$ cat config.mk
export PLATFORM = sky130hd
export DESIGN_NAME = ppa_port_cfg
export DESIGN_NICKNAME = d
export VERILOG_FILES = /design/src/ppa_pkg.sv /design/src/ppa_seq_if.sv /design/src/ppa_cycle_seq.sv /design/src/ppa_port_cfg.sv
export SDC_FILE = /design/constraint.sdc
export NUM_CORES = 1
export LEC_CHECK = 0
export ABC_AREA = 1
export BUFFER_PORTS_ARGS = -buffer_cell sky130_fd_sc_hd__clkbuf_2
export CORE_MARGIN = 2
export CORE_UTILIZATION = 44
export CTS_BUF_LIST = sky130_fd_sc_hd__clkbuf_16
export CTS_CLUSTER_DIAMETER = 40
export DETAILED_ROUTE_END_ITERATION = 8
export PLACE_DENSITY = 0.71
export SLEW_MARGIN = 20
export SYNTH_ARGS = -nofsm -noshare
export SYNTH_HDL_FRONTEND = slang
export SYNTH_HIERARCHICAL = 1
export SYNTH_SLANG_ARGS = --single-unit
$ cat constraint.sdc
create_clock -name mclk -period 2.3 [get_ports mclk]
set_clock_uncertainty 0.2 [all_clocks]
set_input_delay 0.115 -clock mclk [delete_from_list [all_inputs] [get_ports mclk]]
set_output_delay 0.115 -clock mclk [all_outputs]
set_load 0.02 [all_outputs]
$ cat src/ppa_pkg.sv
package ppa_pkg;

  // ****************************************************************
  // Register map (byte addresses on the AHB-Lite bus)
  // ****************************************************************
  localparam int unsigned ADDR_W      = 8;
  localparam logic [7:0]  OFS_TIMING  = 8'h00;
  localparam logic [7:0]  OFS_ADDR    = 8'h04;
  localparam logic [7:0]  OFS_PINEN   = 8'h08;
  localparam logic [7:0]  OFS_CTRL    = 8'h0C;

  // ****************************************************************
  // Field positions
  // ****************************************************************
  localparam int unsigned TM_BUSY_BIT   = 15;
  localparam int unsigned TM_STEP_LSB   = 11;
  localparam int unsigned TM_SETUP_LSB  = 6;
  localparam int unsigned TM_STROBE_LSB = 2;
  localparam int unsigned TM_HOLD_LSB   = 0;
  localparam int unsigned AD_MSB_BIT    = 15;
  localparam int unsigned AD_CS_BIT     = 14;
  localparam int unsigned AD_STEP_W     = 11;
  localparam int unsigned PE_CS_BIT     = 14;
  localparam int unsigned PE_WIDE_LO    = 2;
  localparam int unsigned PE_WIDE_HI    = 10;
  localparam int unsigned CTRL_GO_BIT   = 0;
  localparam int unsigned CTRL_DIR_BIT  = 1;

  // ****************************************************************
  // Write masks and reset values
  // ****************************************************************
  localparam logic [15:0] TM_WR_MASK    = 16'h7FFF;
  localparam logic [15:0] PE_WR_MASK    = 16'h47FF;
  localparam logic [15:0] TM_RESET      = 16'h0000;
  localparam logic [15:0] AD_RESET      = 16'h0000;
  localparam logic [15:0] PE_RESET      = 16'h0000;

  // ****************************************************************
  // Step modes and timing counts (instruction cycles)
  // ****************************************************************
  localparam logic [1:0]  STEP_INC      = 2'b01;
  localparam logic [3:0]  STROBE_NONE   = 4'h0;
  localparam logic [2:0]  PHASE_MIN     = 3'h1;

endpackage

$ cat src/ppa_seq_if.sv
`timescale 1ns/100ps
interface ppa_seq_if;
  logic       start;
  logic [2:0] setup_len;
  logic [4:0] strobe_len;
  logic [2:0] hold_len;
  logic       busy;
  logic       setup_ph;
  logic       strobe_ph;
  logic       hold_ph;
  logic       done;

  modport cfg (output start, output setup_len, output strobe_len, output hold_len,
               input busy, input setup_ph, input strobe_ph, input hold_ph, input done);
  modport seq (input start, input setup_len, input strobe_len, input hold_len,
               output busy, output setup_ph, output strobe_ph, output hold_ph, output done);
endinterface

$ cat src/ppa_cycle_seq.sv
`timescale 1ns/100ps
module ppa_cycle_seq (
  // Clock and reset
  input  wire logic   mclk,
  input  wire logic   rst,
  // Sequencer link
  ppa_seq_if.seq      bus
);

  // ****************************************************************
  // Phase sequencer
  // ****************************************************************
  typedef enum logic [3:0] {
    ST_IDLE   = 4'b0001,
    ST_SETUP  = 4'b0010,
    ST_STROBE = 4'b0100,
    ST_HOLD   = 4'b1000
  } ppa_state_t;

  ppa_state_t state_q;
  ppa_state_t state_d;
  logic [4:0] cnt_q;
  logic [4:0] cnt_d;
  logic       done_d;

  always_comb begin
    state_d = state_q;
    cnt_d   = cnt_q;
    done_d  = 1'b0;
    unique case (state_q)
      ST_IDLE: begin
        if (bus.start) begin
          state_d = ST_SETUP;
          cnt_d   = 5'({2'b00, bus.setup_len} - 5'd1);
        end
      end
      ST_SETUP: begin
        if (cnt_q == 5'd0) begin
          state_d = ST_STROBE;
          cnt_d   = 5'(bus.strobe_len - 5'd1);
        end else begin
          cnt_d = 5'(cnt_q - 5'd1);
        end
      end
      ST_STROBE: begin
        if (cnt_q == 5'd0) begin
          state_d = ST_HOLD;
          cnt_d   = 5'({2'b00, bus.hold_len} - 5'd1);
        end else begin
          cnt_d = 5'(cnt_q - 5'd1);
        end
      end
      ST_HOLD: begin
        if (cnt_q == 5'd0) begin
          state_d = ST_IDLE;
          done_d  = 1'b1;
        end else begin
          cnt_d = 5'(cnt_q - 5'd1);
        end
      end
      default: begin
        state_d = ST_IDLE;
        cnt_d   = 5'd0;
      end
    endcase
  end

  always_ff @(posedge mclk) begin
    if (rst) begin
      state_q <= ST_IDLE;
      cnt_q   <= 5'd0;
    end else begin
      state_q <= state_d;
      cnt_q   <= cnt_d;
    end
  end

  assign bus.busy      = (state_q != ST_IDLE);
  assign bus.setup_ph  = (state_q == ST_SETUP);
  assign bus.strobe_ph = (state_q == ST_STROBE);
  assign bus.hold_ph   = (state_q == ST_HOLD);
  assign bus.done      = done_d;

  a_phase_order: assert property (@(posedge mclk) disable iff (rst)
    $fell(bus.setup_ph) |-> bus.strobe_ph && !bus.hold_ph)
    else $error("Strobe did not follow setup");

  a_done_idle: assert property (@(posedge mclk) disable iff (rst)
    bus.done |-> bus.hold_ph ##1 !bus.busy)
    else $error("Cycle end did not return to idle");

endmodule

$ cat src/ppa_port_cfg.sv
// The register offsets and register access over AHB-Lite were chosen for this implementation.
`timescale 1ns/100ps
// Behaviour
// - Strobe wait code adds that many extra cycles to the strobe
// - Zero strobe wait makes setup and hold codes count as zero
// - Address register bit 15 is the top destination address bit
// - Address register bit 14 drives chip select one, 1 is active
// - Address register bits 13..0 give the low destination address
// - Pin enable 14 hands pin 14 to the port, else general I/O
// - Pin enables 10..2 hand their address pins to the port
// - Pin enables 1..0 hand pins 1..0 to the port for address/latch
// - Small package has no pins 10..2; their enables do nothing
// - Step mode 01 adds one to address bits 10..0 after each cycle, except when an address write lands in its last clock
module ppa_port_cfg #(
  parameter bit          PIN28 = 1'b0,
  parameter int unsigned NPINS = 15
) (
  // Clock and reset
  input  wire logic              mclk,
  input  wire logic              rst,
  // AHB-Lite slave
  input  wire logic              hsel,
  input  wire logic [31:0]       haddr,
  input  wire logic [1:0]        htrans,
  input  wire logic              hwrite,
  input  wire logic [2:0]        hsize,
  input  wire logic [31:0]       hwdata,
  input  wire logic              hready,
  output logic                   hreadyout,
  output logic [31:0]            hrdata,
  output logic                   hresp,
  // General I/O side of the pads
  input  wire logic [NPINS-1:0]  gpio_out,
  input  wire logic [NPINS-1:0]  gpio_oe_n,
  // Pads
  output logic [NPINS-1:0]       parallel_addr_pins,
  output logic [NPINS-1:0]       parallel_addr_oe_n,
  // Cycle strobes and busy flag
  output logic                   rd_strobe,
  output logic                   wr_strobe,
  output logic                   port_busy
);

  // ****************************************************************
  // Helpers
  // ****************************************************************
  function automatic logic [2:0] edge_len(input logic [1:0] code, input logic [3:0] strobe);
    logic [2:0] len;
    len = 3'({1'b0, code} + 3'd1);
    if (strobe == ppa_pkg::STROBE_NONE) begin
      len = ppa_pkg::PHASE_MIN;
    end
    return len;
  endfunction

  function automatic logic pin_owned(input int unsigned idx, input logic [15:0] pe);
    logic own;
    own = 1'b0;
    if (idx == ppa_pkg::PE_CS_BIT) begin
      own = pe[idx];
    end else if (idx >= ppa_pkg::PE_WIDE_LO && idx <= ppa_pkg::PE_WIDE_HI) begin
      own = pe[idx] && !PIN28;
    end else if (idx < ppa_pkg::PE_WIDE_LO) begin
      own = pe[idx];
    end
    return own;
  endfunction

  function automatic logic [15:0] read_word(input logic [7:0] ofs, input logic [15:0] tm,
                                            input logic [15:0] ad, input logic [15:0] pe,
                                            input logic busy, input logic dir);
    logic [15:0] w;
    w = 16'h0000;
    unique case (ofs)
      ppa_pkg::OFS_TIMING: begin
        w = tm;
        w[ppa_pkg::TM_BUSY_BIT] = busy;
      end
      ppa_pkg::OFS_ADDR:  w = ad;
      ppa_pkg::OFS_PINEN: w = pe & ppa_pkg::PE_WR_MASK;
      ppa_pkg::OFS_CTRL:  w = {14'h0000, dir, busy};
      default:            w = 16'h0000;
    endcase
    return w;
  endfunction

  // ****************************************************************
  // Registers and fields
  // ****************************************************************
  logic [15:0] tm_q;
  logic [15:0] tm_d;
  logic [15:0] ad_q;
  logic [15:0] ad_d;
  logic [15:0] pe_q;
  logic [15:0] pe_d;
  logic        go_q;
  logic        go_d;
  logic        dir_q;
  logic        dir_d;
  logic        busy_any;
  logic [1:0]  data_setup_wait;
  logic [3:0]  strobe_wait;
  logic [1:0]  data_hold_wait;
  logic [1:0]  addr_step_mode;

  ppa_seq_if sif ();

  assign data_setup_wait = tm_q[ppa_pkg::TM_SETUP_LSB +: 2];
  assign strobe_wait     = tm_q[ppa_pkg::TM_STROBE_LSB +: 4];
  assign data_hold_wait  = tm_q[ppa_pkg::TM_HOLD_LSB +: 2];
  assign addr_step_mode  = tm_q[ppa_pkg::TM_STEP_LSB +: 2];
  assign busy_any        = sif.busy | go_q;

  // ****************************************************************
  // AHB-Lite slave
  // ****************************************************************
  logic        dph_wr_q;
  logic        dph_wr_d;
  logic [7:0]  dph_ofs_q;
  logic [7:0]  dph_ofs_d;
  logic [31:0] hrdata_q;
  logic [31:0] hrdata_d;
  logic        aph_valid;

  assign aph_valid = hsel && hready && htrans[1];

  always_comb begin
    dph_wr_d  = aph_valid && hwrite;
    dph_ofs_d = aph_valid ? haddr[ppa_pkg::ADDR_W-1:0] : dph_ofs_q;
    hrdata_d  = hrdata_q;
    if (aph_valid && !hwrite) begin
      hrdata_d = {16'h0000, read_word(haddr[ppa_pkg::ADDR_W-1:0], tm_d, ad_d, pe_d,
                                      sif.busy || go_d, dir_d)};
    end
  end

  always_ff @(posedge mclk) begin
    if (rst) begin
      dph_wr_q  <= 1'b0;
      dph_ofs_q <= 8'h00;
      hrdata_q  <= 32'h0000_0000;
    end else begin
      dph_wr_q  <= dph_wr_d;
      dph_ofs_q <= dph_ofs_d;
      hrdata_q  <= hrdata_d;
    end
  end

  assign hreadyout = 1'b1;
  assign hresp     = 1'b0;
  assign hrdata    = hrdata_q;

  // ****************************************************************
  // Register file
  // ****************************************************************
  always_comb begin
    tm_d  = tm_q;
    ad_d  = ad_q;
    pe_d  = pe_q;
    go_d  = 1'b0;
    dir_d = dir_q;
    if (sif.done && addr_step_mode == ppa_pkg::STEP_INC) begin
      ad_d[ppa_pkg::AD_STEP_W-1:0] = 11'(ad_q[ppa_pkg::AD_STEP_W-1:0] + 11'd1);
    end
    if (dph_wr_q) begin
      unique case (dph_ofs_q)
        ppa_pkg::OFS_TIMING: begin
          if (!busy_any) begin
            tm_d = hwdata[15:0] & ppa_pkg::TM_WR_MASK;
          end
        end
        ppa_pkg::OFS_ADDR: begin
          ad_d = hwdata[15:0];
        end
        ppa_pkg::OFS_PINEN: begin
          pe_d = hwdata[15:0] & ppa_pkg::PE_WR_MASK;
        end
        ppa_pkg::OFS_CTRL: begin
          if (!busy_any && hwdata[ppa_pkg::CTRL_GO_BIT]) begin
            go_d  = 1'b1;
            dir_d = hwdata[ppa_pkg::CTRL_DIR_BIT];
          end
        end
        default: begin
          tm_d = tm_q;
        end
      endcase
    end
  end

  always_ff @(posedge mclk) begin
    if (rst) begin
      tm_q  <= ppa_pkg::TM_RESET;
      ad_q  <= ppa_pkg::AD_RESET;
      pe_q  <= ppa_pkg::PE_RESET;
      go_q  <= 1'b0;
      dir_q <= 1'b0;
    end else begin
      tm_q  <= tm_d;
      ad_q  <= ad_d;
      pe_q  <= pe_d;
      go_q  <= go_d;
      dir_q <= dir_d;
    end
  end

  // ****************************************************************
  // Cycle sequencer
  // ****************************************************************
  assign sif.start      = go_q;
  assign sif.setup_len  = edge_len(data_setup_wait, strobe_wait);
  assign sif.strobe_len = 5'({1'b0, strobe_wait} + 5'd1);
  assign sif.hold_len   = edge_len(data_hold_wait, strobe_wait);

  ppa_cycle_seq u_seq (
    .mclk (mclk),
    .rst  (rst),
    .bus  (sif)
  );

  assign rd_strobe = sif.strobe_ph && !dir_q;
  assign wr_strobe = sif.strobe_ph && dir_q;
  assign port_busy = sif.busy;

  // ****************************************************************
  // Pad ownership
  // ****************************************************************
  always_comb begin
    for (int unsigned i = 0; i < NPINS; i++) begin
      if (pin_owned(i, pe_q)) begin
        parallel_addr_pins[i] = ad_q[i];
        parallel_addr_oe_n[i] = 1'b0;
      end else begin
        parallel_addr_pins[i] = gpio_out[i];
        parallel_addr_oe_n[i] = gpio_oe_n[i];
      end
    end
  end

  // ****************************************************************
  // Checks
  // ****************************************************************
  logic [2:0] ph_q;
  logic [2:0] ph_now;
  logic [4:0] run_q;
  logic [4:0] run_d;

  assign ph_now = {sif.hold_ph, sif.strobe_ph, sif.setup_ph};

  always_comb begin
    run_d = (ph_now == ph_q) ? 5'(run_q + 5'd1) : 5'd1;
  end

  always_ff @(posedge mclk) begin
    if (rst) begin
      ph_q  <= 3'b000;
      run_q <= 5'd0;
    end else begin
      ph_q  <= ph_now;
      run_q <= run_d;
    end
  end

  a_setup_time: assert property (@(posedge mclk) disable iff (rst)
    $fell(sif.setup_ph) |-> $past(run_d) == {2'b00, $past(sif.setup_len)})
    else $error("Setup phase length wrong");

  a_strobe_time: assert property (@(posedge mclk) disable iff (rst)
    $fell(sif.strobe_ph) |-> $past(run_d) == 5'({1'b0, $past(strobe_wait)} + 5'd1))
    else $error("Strobe phase length wrong");

  a_zero_wait: assert property (@(posedge mclk) disable iff (rst)
    $rose(sif.setup_ph) && strobe_wait == ppa_pkg::STROBE_NONE |-> ##1 sif.strobe_ph ##1 sif.hold_ph ##1 !sif.busy)
    else $error("Zero strobe wait did not give minimal cycle");

  a_msb_read: assert property (@(posedge mclk) disable iff (rst)
    aph_valid && !hwrite && haddr[7:0] == ppa_pkg::OFS_ADDR && !dph_wr_q && !sif.done
      |=> hrdata[ppa_pkg::AD_MSB_BIT] == ad_q[ppa_pkg::AD_MSB_BIT])
    else $error("Address top bit not read back");

  a_cs_pin: assert property (@(posedge mclk) disable iff (rst)
    $rose(pe_q[ppa_pkg::PE_CS_BIT]) |-> parallel_addr_pins[ppa_pkg::PE_CS_BIT] == ad_q[ppa_pkg::AD_CS_BIT]
      && !parallel_addr_oe_n[ppa_pkg::PE_CS_BIT])
    else $error("Chip select pin not taken by port");

  a_cs_gpio: assert property (@(posedge mclk) disable iff (rst)
    !pe_q[ppa_pkg::PE_CS_BIT] |-> parallel_addr_pins[ppa_pkg::PE_CS_BIT] == gpio_out[ppa_pkg::PE_CS_BIT])
    else $error("Chip select pin not left to general I/O");

  a_latch_pins: assert property (@(posedge mclk) disable iff (rst)
    pe_q[1:0] == 2'b11 |-> parallel_addr_pins[1:0] == ad_q[1:0] && parallel_addr_oe_n[1:0] == 2'b00)
    else $error("Low address pins not taken by port");

  a_small_pkg: assert property (@(posedge mclk) disable iff (rst)
    PIN28 || pe_q[2] == 1'b0 |-> parallel_addr_pins[2] == gpio_out[2] && parallel_addr_oe_n[2] == gpio_oe_n[2])
    else $error("Absent address pin driven by port");

  a_addr_step: assert property (@(posedge mclk) disable iff (rst)
    sif.done && addr_step_mode == ppa_pkg::STEP_INC && !(dph_wr_q && dph_ofs_q == ppa_pkg::OFS_ADDR)
      |=> ad_q[10:0] == 11'($past(ad_q[10:0]) + 11'd1) && ad_q[15:11] == $past(ad_q[15:11]))
    else $error("Address step wrong");

  a_unimpl_zero: assert property (@(posedge mclk) disable iff (rst)
    aph_valid && !hwrite && haddr[7:0] == ppa_pkg::OFS_PINEN |=> hrdata[15] == 1'b0 && hrdata[13:11] == 3'b000)
    else $error("Unimplemented enable bits not zero");

endmodule

# After elaboration in Yosys (flattened, before gate mapping)
# Cells that the tools add are included.
dict set report totals {
  out_inout_bits 67
  ff_bits 79
  word_cells 107
  in_bits 104
}
dict set report classes {
  n_mux 53
  add_sub_neg 8
  n_reduce_logical 18
  n_eq_ne 17
  bitwise_logic 1
}
# operator n
set op_table {}
lappend op_table {{two-way mux 15 bit} 5}
lappend op_table {{case mux 16 bit (4 select lines)} 1}
lappend op_table {{equality test 8 x 4 -> 1 bit, second input constant} 4}
lappend op_table {{two-way mux 1 bit} 32}
lappend op_table {{two-way mux 16 bit} 2}
lappend op_table {{two-way mux 5 bit} 4}
lappend op_table {{case mux 5 bit (4 select lines)} 1}
lappend op_table {{equality test 8 x 3 -> 1 bit, second input constant} 2}
lappend op_table {{zero test 8 bit} 2}
lappend op_table {{two-way mux 4 bit} 4}
lappend op_table {{case mux 4 bit (4 select lines)} 1}
lappend op_table {{adder 11 x 1 -> 11 bit, second input constant} 1}
lappend op_table {{two-way mux 11 bit} 1}
lappend op_table {{subtractor 5 x 1 -> 5 bit, second input constant} 2}
lappend op_table {{logical AND 1 bit} 8}
lappend op_table {{subtractor 3 x 1 -> 4 bit, second input constant} 2}
lappend op_table {{adder 2 x 1 -> 3 bit, second input constant} 2}
lappend op_table {{two-way mux 3 bit} 2}
lappend op_table {{inequality test 2 x 1 -> 1 bit, second input constant} 3}
lappend op_table {{adder 4 x 1 -> 5 bit, second input constant} 1}
lappend op_table {{zero test 5 bit} 1}
lappend op_table {{equality test 4 x 1 -> 1 bit, second input constant} 1}
lappend op_table {{equality test 4 x 2 -> 1 bit, second input constant} 1}
lappend op_table {{equality test 4 x 3 -> 1 bit, second input constant} 1}
lappend op_table {{10 further kinds} 13}

# Logic depth before layout (Yosys ltp)
dict set report depth {
  word_depth 9
  depth_mapped 15
}

# Cells and area by module
# Netlist, hierarchy kept.
# mod seq_area_each_um2 n_inst area_per_inst_um2 cells_per_inst
set modules_own_cells {}
lappend modules_own_cells {ppa_port_cfg 1401.3 1 4160.2 667}
lappend modules_own_cells {ppa_cycle_seq 180.2 1 899.6 143}

# Least setup slack after synthesis
# OpenSTA, ideal clock, no wires.
dict set report synth_path {
  path_type {register to register}
  startpoint {register u_seq.cnt_q[0]}
  endpoint {register hrdata_q[0] (netlist: hrdata[0])}
  setup_time_ns 0.132
  path_stages_with_launch 15
  arrival_ns 1.772
  period_less_slack_ns 2.104
  required_time_ns 1.968
  setup_slack_ns 0.196
  path_cell_list {dfxtp_1 -> inv_1 -> ha_1 -> buf_2 -> nand3_4 -> nor2_4 -> nand2_1 -> nor2_1 -> nand2_1 -> nand2_1 -> nand2_1 -> nand3_1 -> nand2_1 -> o21ai_1 -> a21oi_1}
}
dict set report synth_between {
  elab_chain_cells 8
}
# element line_no
set synth_lines {}
lappend synth_lines {{from (decl)} ppa_cycle_seq.sv:22} ;# logic [4:0] cnt_q;
lappend synth_lines {{from (signal assigned)} ppa_cycle_seq.sv:74} ;# cnt_q <= cnt_d;
lappend synth_lines {{zero test 5 bit (*)} ppa_cycle_seq.sv:54} ;# if (cnt_q == 5'd0) begin
lappend synth_lines {{two-way mux 1 bit (*)} ppa_cycle_seq.sv:54}
lappend synth_lines {{two-way mux 1 bit (*)} ppa_cycle_seq.sv:30} ;# unique case (state_q)
lappend synth_lines {{via sif.done} ppa_seq_if.sv:11} ;# logic done;
lappend synth_lines {{logical AND 1 bit (*)} ppa_port_cfg.sv:162} ;# if (sif.done && addr_step_mode == ppa_pkg::STEP_INC) begin
lappend synth_lines {{two-way mux 11 bit (*)} ppa_port_cfg.sv:162}
lappend synth_lines {{two-way mux 16 bit} ppa_port_cfg.sv:166} ;# unique case (dph_ofs_q)
lappend synth_lines {{two-way mux 16 bit (*)} ppa_port_cfg.sv:165} ;# if (dph_wr_q) begin
lappend synth_lines {{case mux 16 bit (4 select lines) (*)} ppa_port_cfg.sv:74} ;# unique case (ofs)
lappend synth_lines {{to (signal assigned)} ppa_port_cfg.sv:145} ;# hrdata_q <= hrdata_d;
lappend synth_lines {{to (decl)} ppa_port_cfg.sv:121} ;# logic [31:0] hrdata_q;
# Mark *: on every way through the listed nets, which the timed path passes. The rest lies on a longest branch.
# A chain may end at the register's enable or synchronous reset.

# Worst setup path in the final report
dict set report layout_path {
  startpoint {register u_seq.state_q[3]}
  endpoint {register hrdata_q[1] (netlist: hrdata[1])}
}
dict set report layout_between {
  elab_chain_cells 8
  word_cells_on_any_way 17
  classes_between {eq/ne: 2; mux: 11; bitwise: 1; reduce/logical: 3}
}
# element line_no
set layout_lines {}
lappend layout_lines {{from (decl)} ppa_cycle_seq.sv:20} ;# ppa_state_t state_q;
lappend layout_lines {{from (signal assigned)} ppa_cycle_seq.sv:73} ;# state_q <= state_d;
lappend layout_lines {{inequality test 4 x 1 -> 1 bit} ppa_cycle_seq.sv:78} ;# assign bus.busy = (state_q != ST_IDLE);
lappend layout_lines {{OR 1 bit} ppa_port_cfg.sv:112} ;# assign busy_any = sif.busy | go_q;
lappend layout_lines {{zero test 1 bit} ppa_port_cfg.sv:179} ;# if (!busy_any && hwdata[ppa_pkg::CTRL_GO_BIT]) begin
lappend layout_lines {{logical AND 1 bit} ppa_port_cfg.sv:179}
lappend layout_lines {{two-way mux 1 bit} ppa_port_cfg.sv:179}
lappend layout_lines {{two-way mux 1 bit} ppa_port_cfg.sv:166}
lappend layout_lines {{two-way mux 1 bit} ppa_port_cfg.sv:165}
lappend layout_lines {{case mux 16 bit (4 select lines) (*)} ppa_port_cfg.sv:74}
# Every way passes the cells marked *; elsewhere a longest branch is shown, timed or not.

==> flow_metrics.tcl <==
set metrics [dict create \
    finalHoldViolCount 0 \
    via_per_inst 4.859 \
    cp-start-kind "flop" \
    path_cells "nor2_2 > nand3_2 > inv_2 > nand2_1 > nor2_1 > buf_6 > nand3_1 > nand3_1 > nand2_1 > o21ai_1 > a21oi_1" \
    num_vias 5223 \
    dpl_cell_area_mm2 0.005610 \
    area_growth_pct 22.06 \
    power_frac_seq_pct 35.9 \
    finalSetupTns_ps 0 \
    ant_nets 0 \
    dieArea_mm2 0.01237 \
    synth_top_area_share_pct 31.26 \
    pin_count 171 \
    die_w_um 111.2 \
    maxCapViolations 0 \
    design_area_mm2 0.006176 \
    clkPwrFrac_pct 33.9 \
    startpoint "u_seq/state_q[3]" \
    clock-root-buffer "clkbuf_16" \
    rows 39 \
    power_switching_mw 1.465 \
    r2r_end "hrdata[1]" \
    drtIter0Drc 267 \
    grt_pass1_vias 4671 \
    ys_ff_latch 79 \
    gr-usage-all-layers_pct 21.65 \
    core_area_mm2 0.01132 \
    layout_common_cells "nand2_1, inv_1, nand3_1" \
    cp.arrival_ps 2170 \
    cts_buffer_depth 2 \
    ys_types 31 \
    start_util_pct 44.69 \
    syn_inst 810 \
    cp.required_ps 2300 \
    grt_start_max_net_pins 56 \
    clk_pin_slew_ps 60 \
    clkSinkCount 79 \
    fin_crit_sh_pct 94.33 \
    port_buffers 96 \
    cts.htree.levels 3 \
    drt-total-wl_um 13430 \
    wire_per_inst_um 12.50 \
    grt_overflow_total 0 \
    antenna_cells 0 \
    reg2reg_setup_slack_ps 130 \
    final_common_cell "nand2_1" \
    cp-endpoint "hrdata[1]" \
    grt_pass1_wl_um 21970 \
    worstRegToRegCells 11 \
    cts_buffers 9 \
    reg2reg_from "u_seq/state_q[3]" \
    post-route-min-period_ps 2170 \
    yosysTopAreaCell "dfxtp_1" \
    final_layout_size_suffix_gt1_share_pct 20.17 \
    p_int_mw 2.730 \
    avgSynthCellArea_um2 6.247 \
    status "finished clean" \
    yosys_warnings 6 \
    rsz0062_at_grt "no" \
    clkLatencyLatePin_ps 340 \
    drc 0 \
    fmax_mhz 460.9 \
    p_sw_share_pct 34.92 \
    drv_slew 0 \
    slowest_stage "dfxtp_1" \
    vdd_drop_max_v 0.0003530 \
    crit_path_end_kind "flop" \
    setup_viol 0 \
    ys_seq_area_share_pct 31.26 \
    critPathKind "flop to flop" \
    cts_tree "done" \
    cp_max_fo 12 \
    crit_path_max_incr_delay_ps 360 \
    hold_path_class "input port to flop" \
    power_frac_comb_pct 30.1 \
    antenna_found_initial 0 \
    dp_hpwl_um 9670 \
    num-fill-cells 1154 \
    drt-pass1-iter-count 4 \
    p_leak_nw 3.040 \
    power.density_mw_per_mm2 679.2 \
    yosys-top-cells-area "dfxtp_1, nand2_1, nand3_1" \
    gp_congestion 0.8911 \
    nets 1040 \
    synth.cell_area_mm2 0.005060 \
    die_h_um 111.2 \
]
-- metrics by stage --
step	instances	total power [mW]	utilization [%]	setup WS, ps	hold WS (ps)
2_1_floorplan	826	2.464	-	195.7	-15.93
5_1_grt	1075	4.441	54.55	9.833	30.03
3_5_place_dp	1034	2.759	49.56	122.8	30.14
3_3_place_gp	1034	2.743	49.56	121.3	30.14
4_1_cts	1074	4.199	54.24	99.65	3.822
6_report	1075	4.195	54.55	130.5	18.09
-- cell families after synthesis --
family,count (synthesis),synth area share [%]
and+or+nand+nor,477,42.66
buffers and inverters,167,14.94
DFF,79,31.26
AOI/OAI and AO/OA,69,7.567
adders and majority gates,9,2.226
xor gates and xnor gates,7,1.212
other,2,0.1484
-- flip-flops by register name, indices dropped and copies added, names as in the netlist --
name / flops
pe_q: 12
u_seq/state_q: 4
dir_q: 1
tm_q: 15
go_q: 1
u_seq/cnt_q: 5
ad_q: 16
dph_ofs_q: 8
dph_wr_q: 1
hrdata: 16
-- layout make-up --
class	count	area, um2	area share, %
clock inverters	7	65.06	1.053
multi-input cells	580	2806	45.44
flip-flops and latches	79	1582	25.61
repair buffers	138	872.1	14.12
inverters	119	446.7	7.233
well taps	143	178.9	2.897
clock buffers	9	225.2	3.647
-- cell usage after synthesis (all sizes together) --
master  count
nand2     242
inv       119
nor2      112
nand3     107
dfxtp      79
buf        38
a21oi      30
o21ai      30
clkbuf     10
nand4      10
ha          9
o211ai      8
xor2        7
conb        2
nor3        2
or2         2
a211oi      1
nand3b      1
nor4        1
-- what timing repair did --
item	4_1_cts	5_1_grt
hold buffers	24	0
endpoints found under the setup margin	0	9
setup buffers	0	1
endpoints found under the hold margin	45	0
resized for setup	0	7
-- power by group through the flow --
| stage | combinational, mW | sequential [mW] | clock, mW |
|---|---|---|---|
| finish | 1.26 | 1.51 | 1.42 |
| global route | 1.42 | 1.51 | 1.51 |
| CTS | 1.26 | 1.51 | 1.43 |
| detailed placement | 1.22 | 1.54 | 0 |
| global placement | 1.21 | 1.53 | 0 |
| floorplan | 0.940 | 1.52 | 0 |
-- worst max-delay path, delay by kind of cell, from the launching register on --
family                 cells  cell delay, ps
AND/OR/NAND/NOR            7             860
flip-flops                 1             360
buffers and inverters      2             320
AO/OA/AOI/OAI              2             300
-- layer usage --
| metal | vias to the layer above | global-route usage (%) | part of all wire (%) |
|---|---|---|---|
| met2 | 158 | 33.82 | 45 |
| met4 | 0 | 5.926 | 1.1 |
| met1 | 2328 | 31.15 | 48 |
| met3 | 12 | 3.171 | 6.2 |
| met5 | - | 0 | 0 |
| li1 | 2725 | - | - |
-- worst min-delay path by stage --
stage | from | to | slack [ps] | depth (start not counted)
after floorplan | rst | u_seq/cnt_q[0] | -20 | 1
after CTS | hready | dph_ofs_q[2] | 4 | 4
after global placement | gpio_out[11] | parallel_addr_pins[11] | 30 | 0
after global routing | gpio_out[12] | parallel_addr_pins[12] | 30 | 0
final | hready | dph_ofs_q[2] | 20 | 4
after detailed placement | gpio_out[11] | parallel_addr_pins[11] | 30 | 0
(Power assumes the default switching activity.)
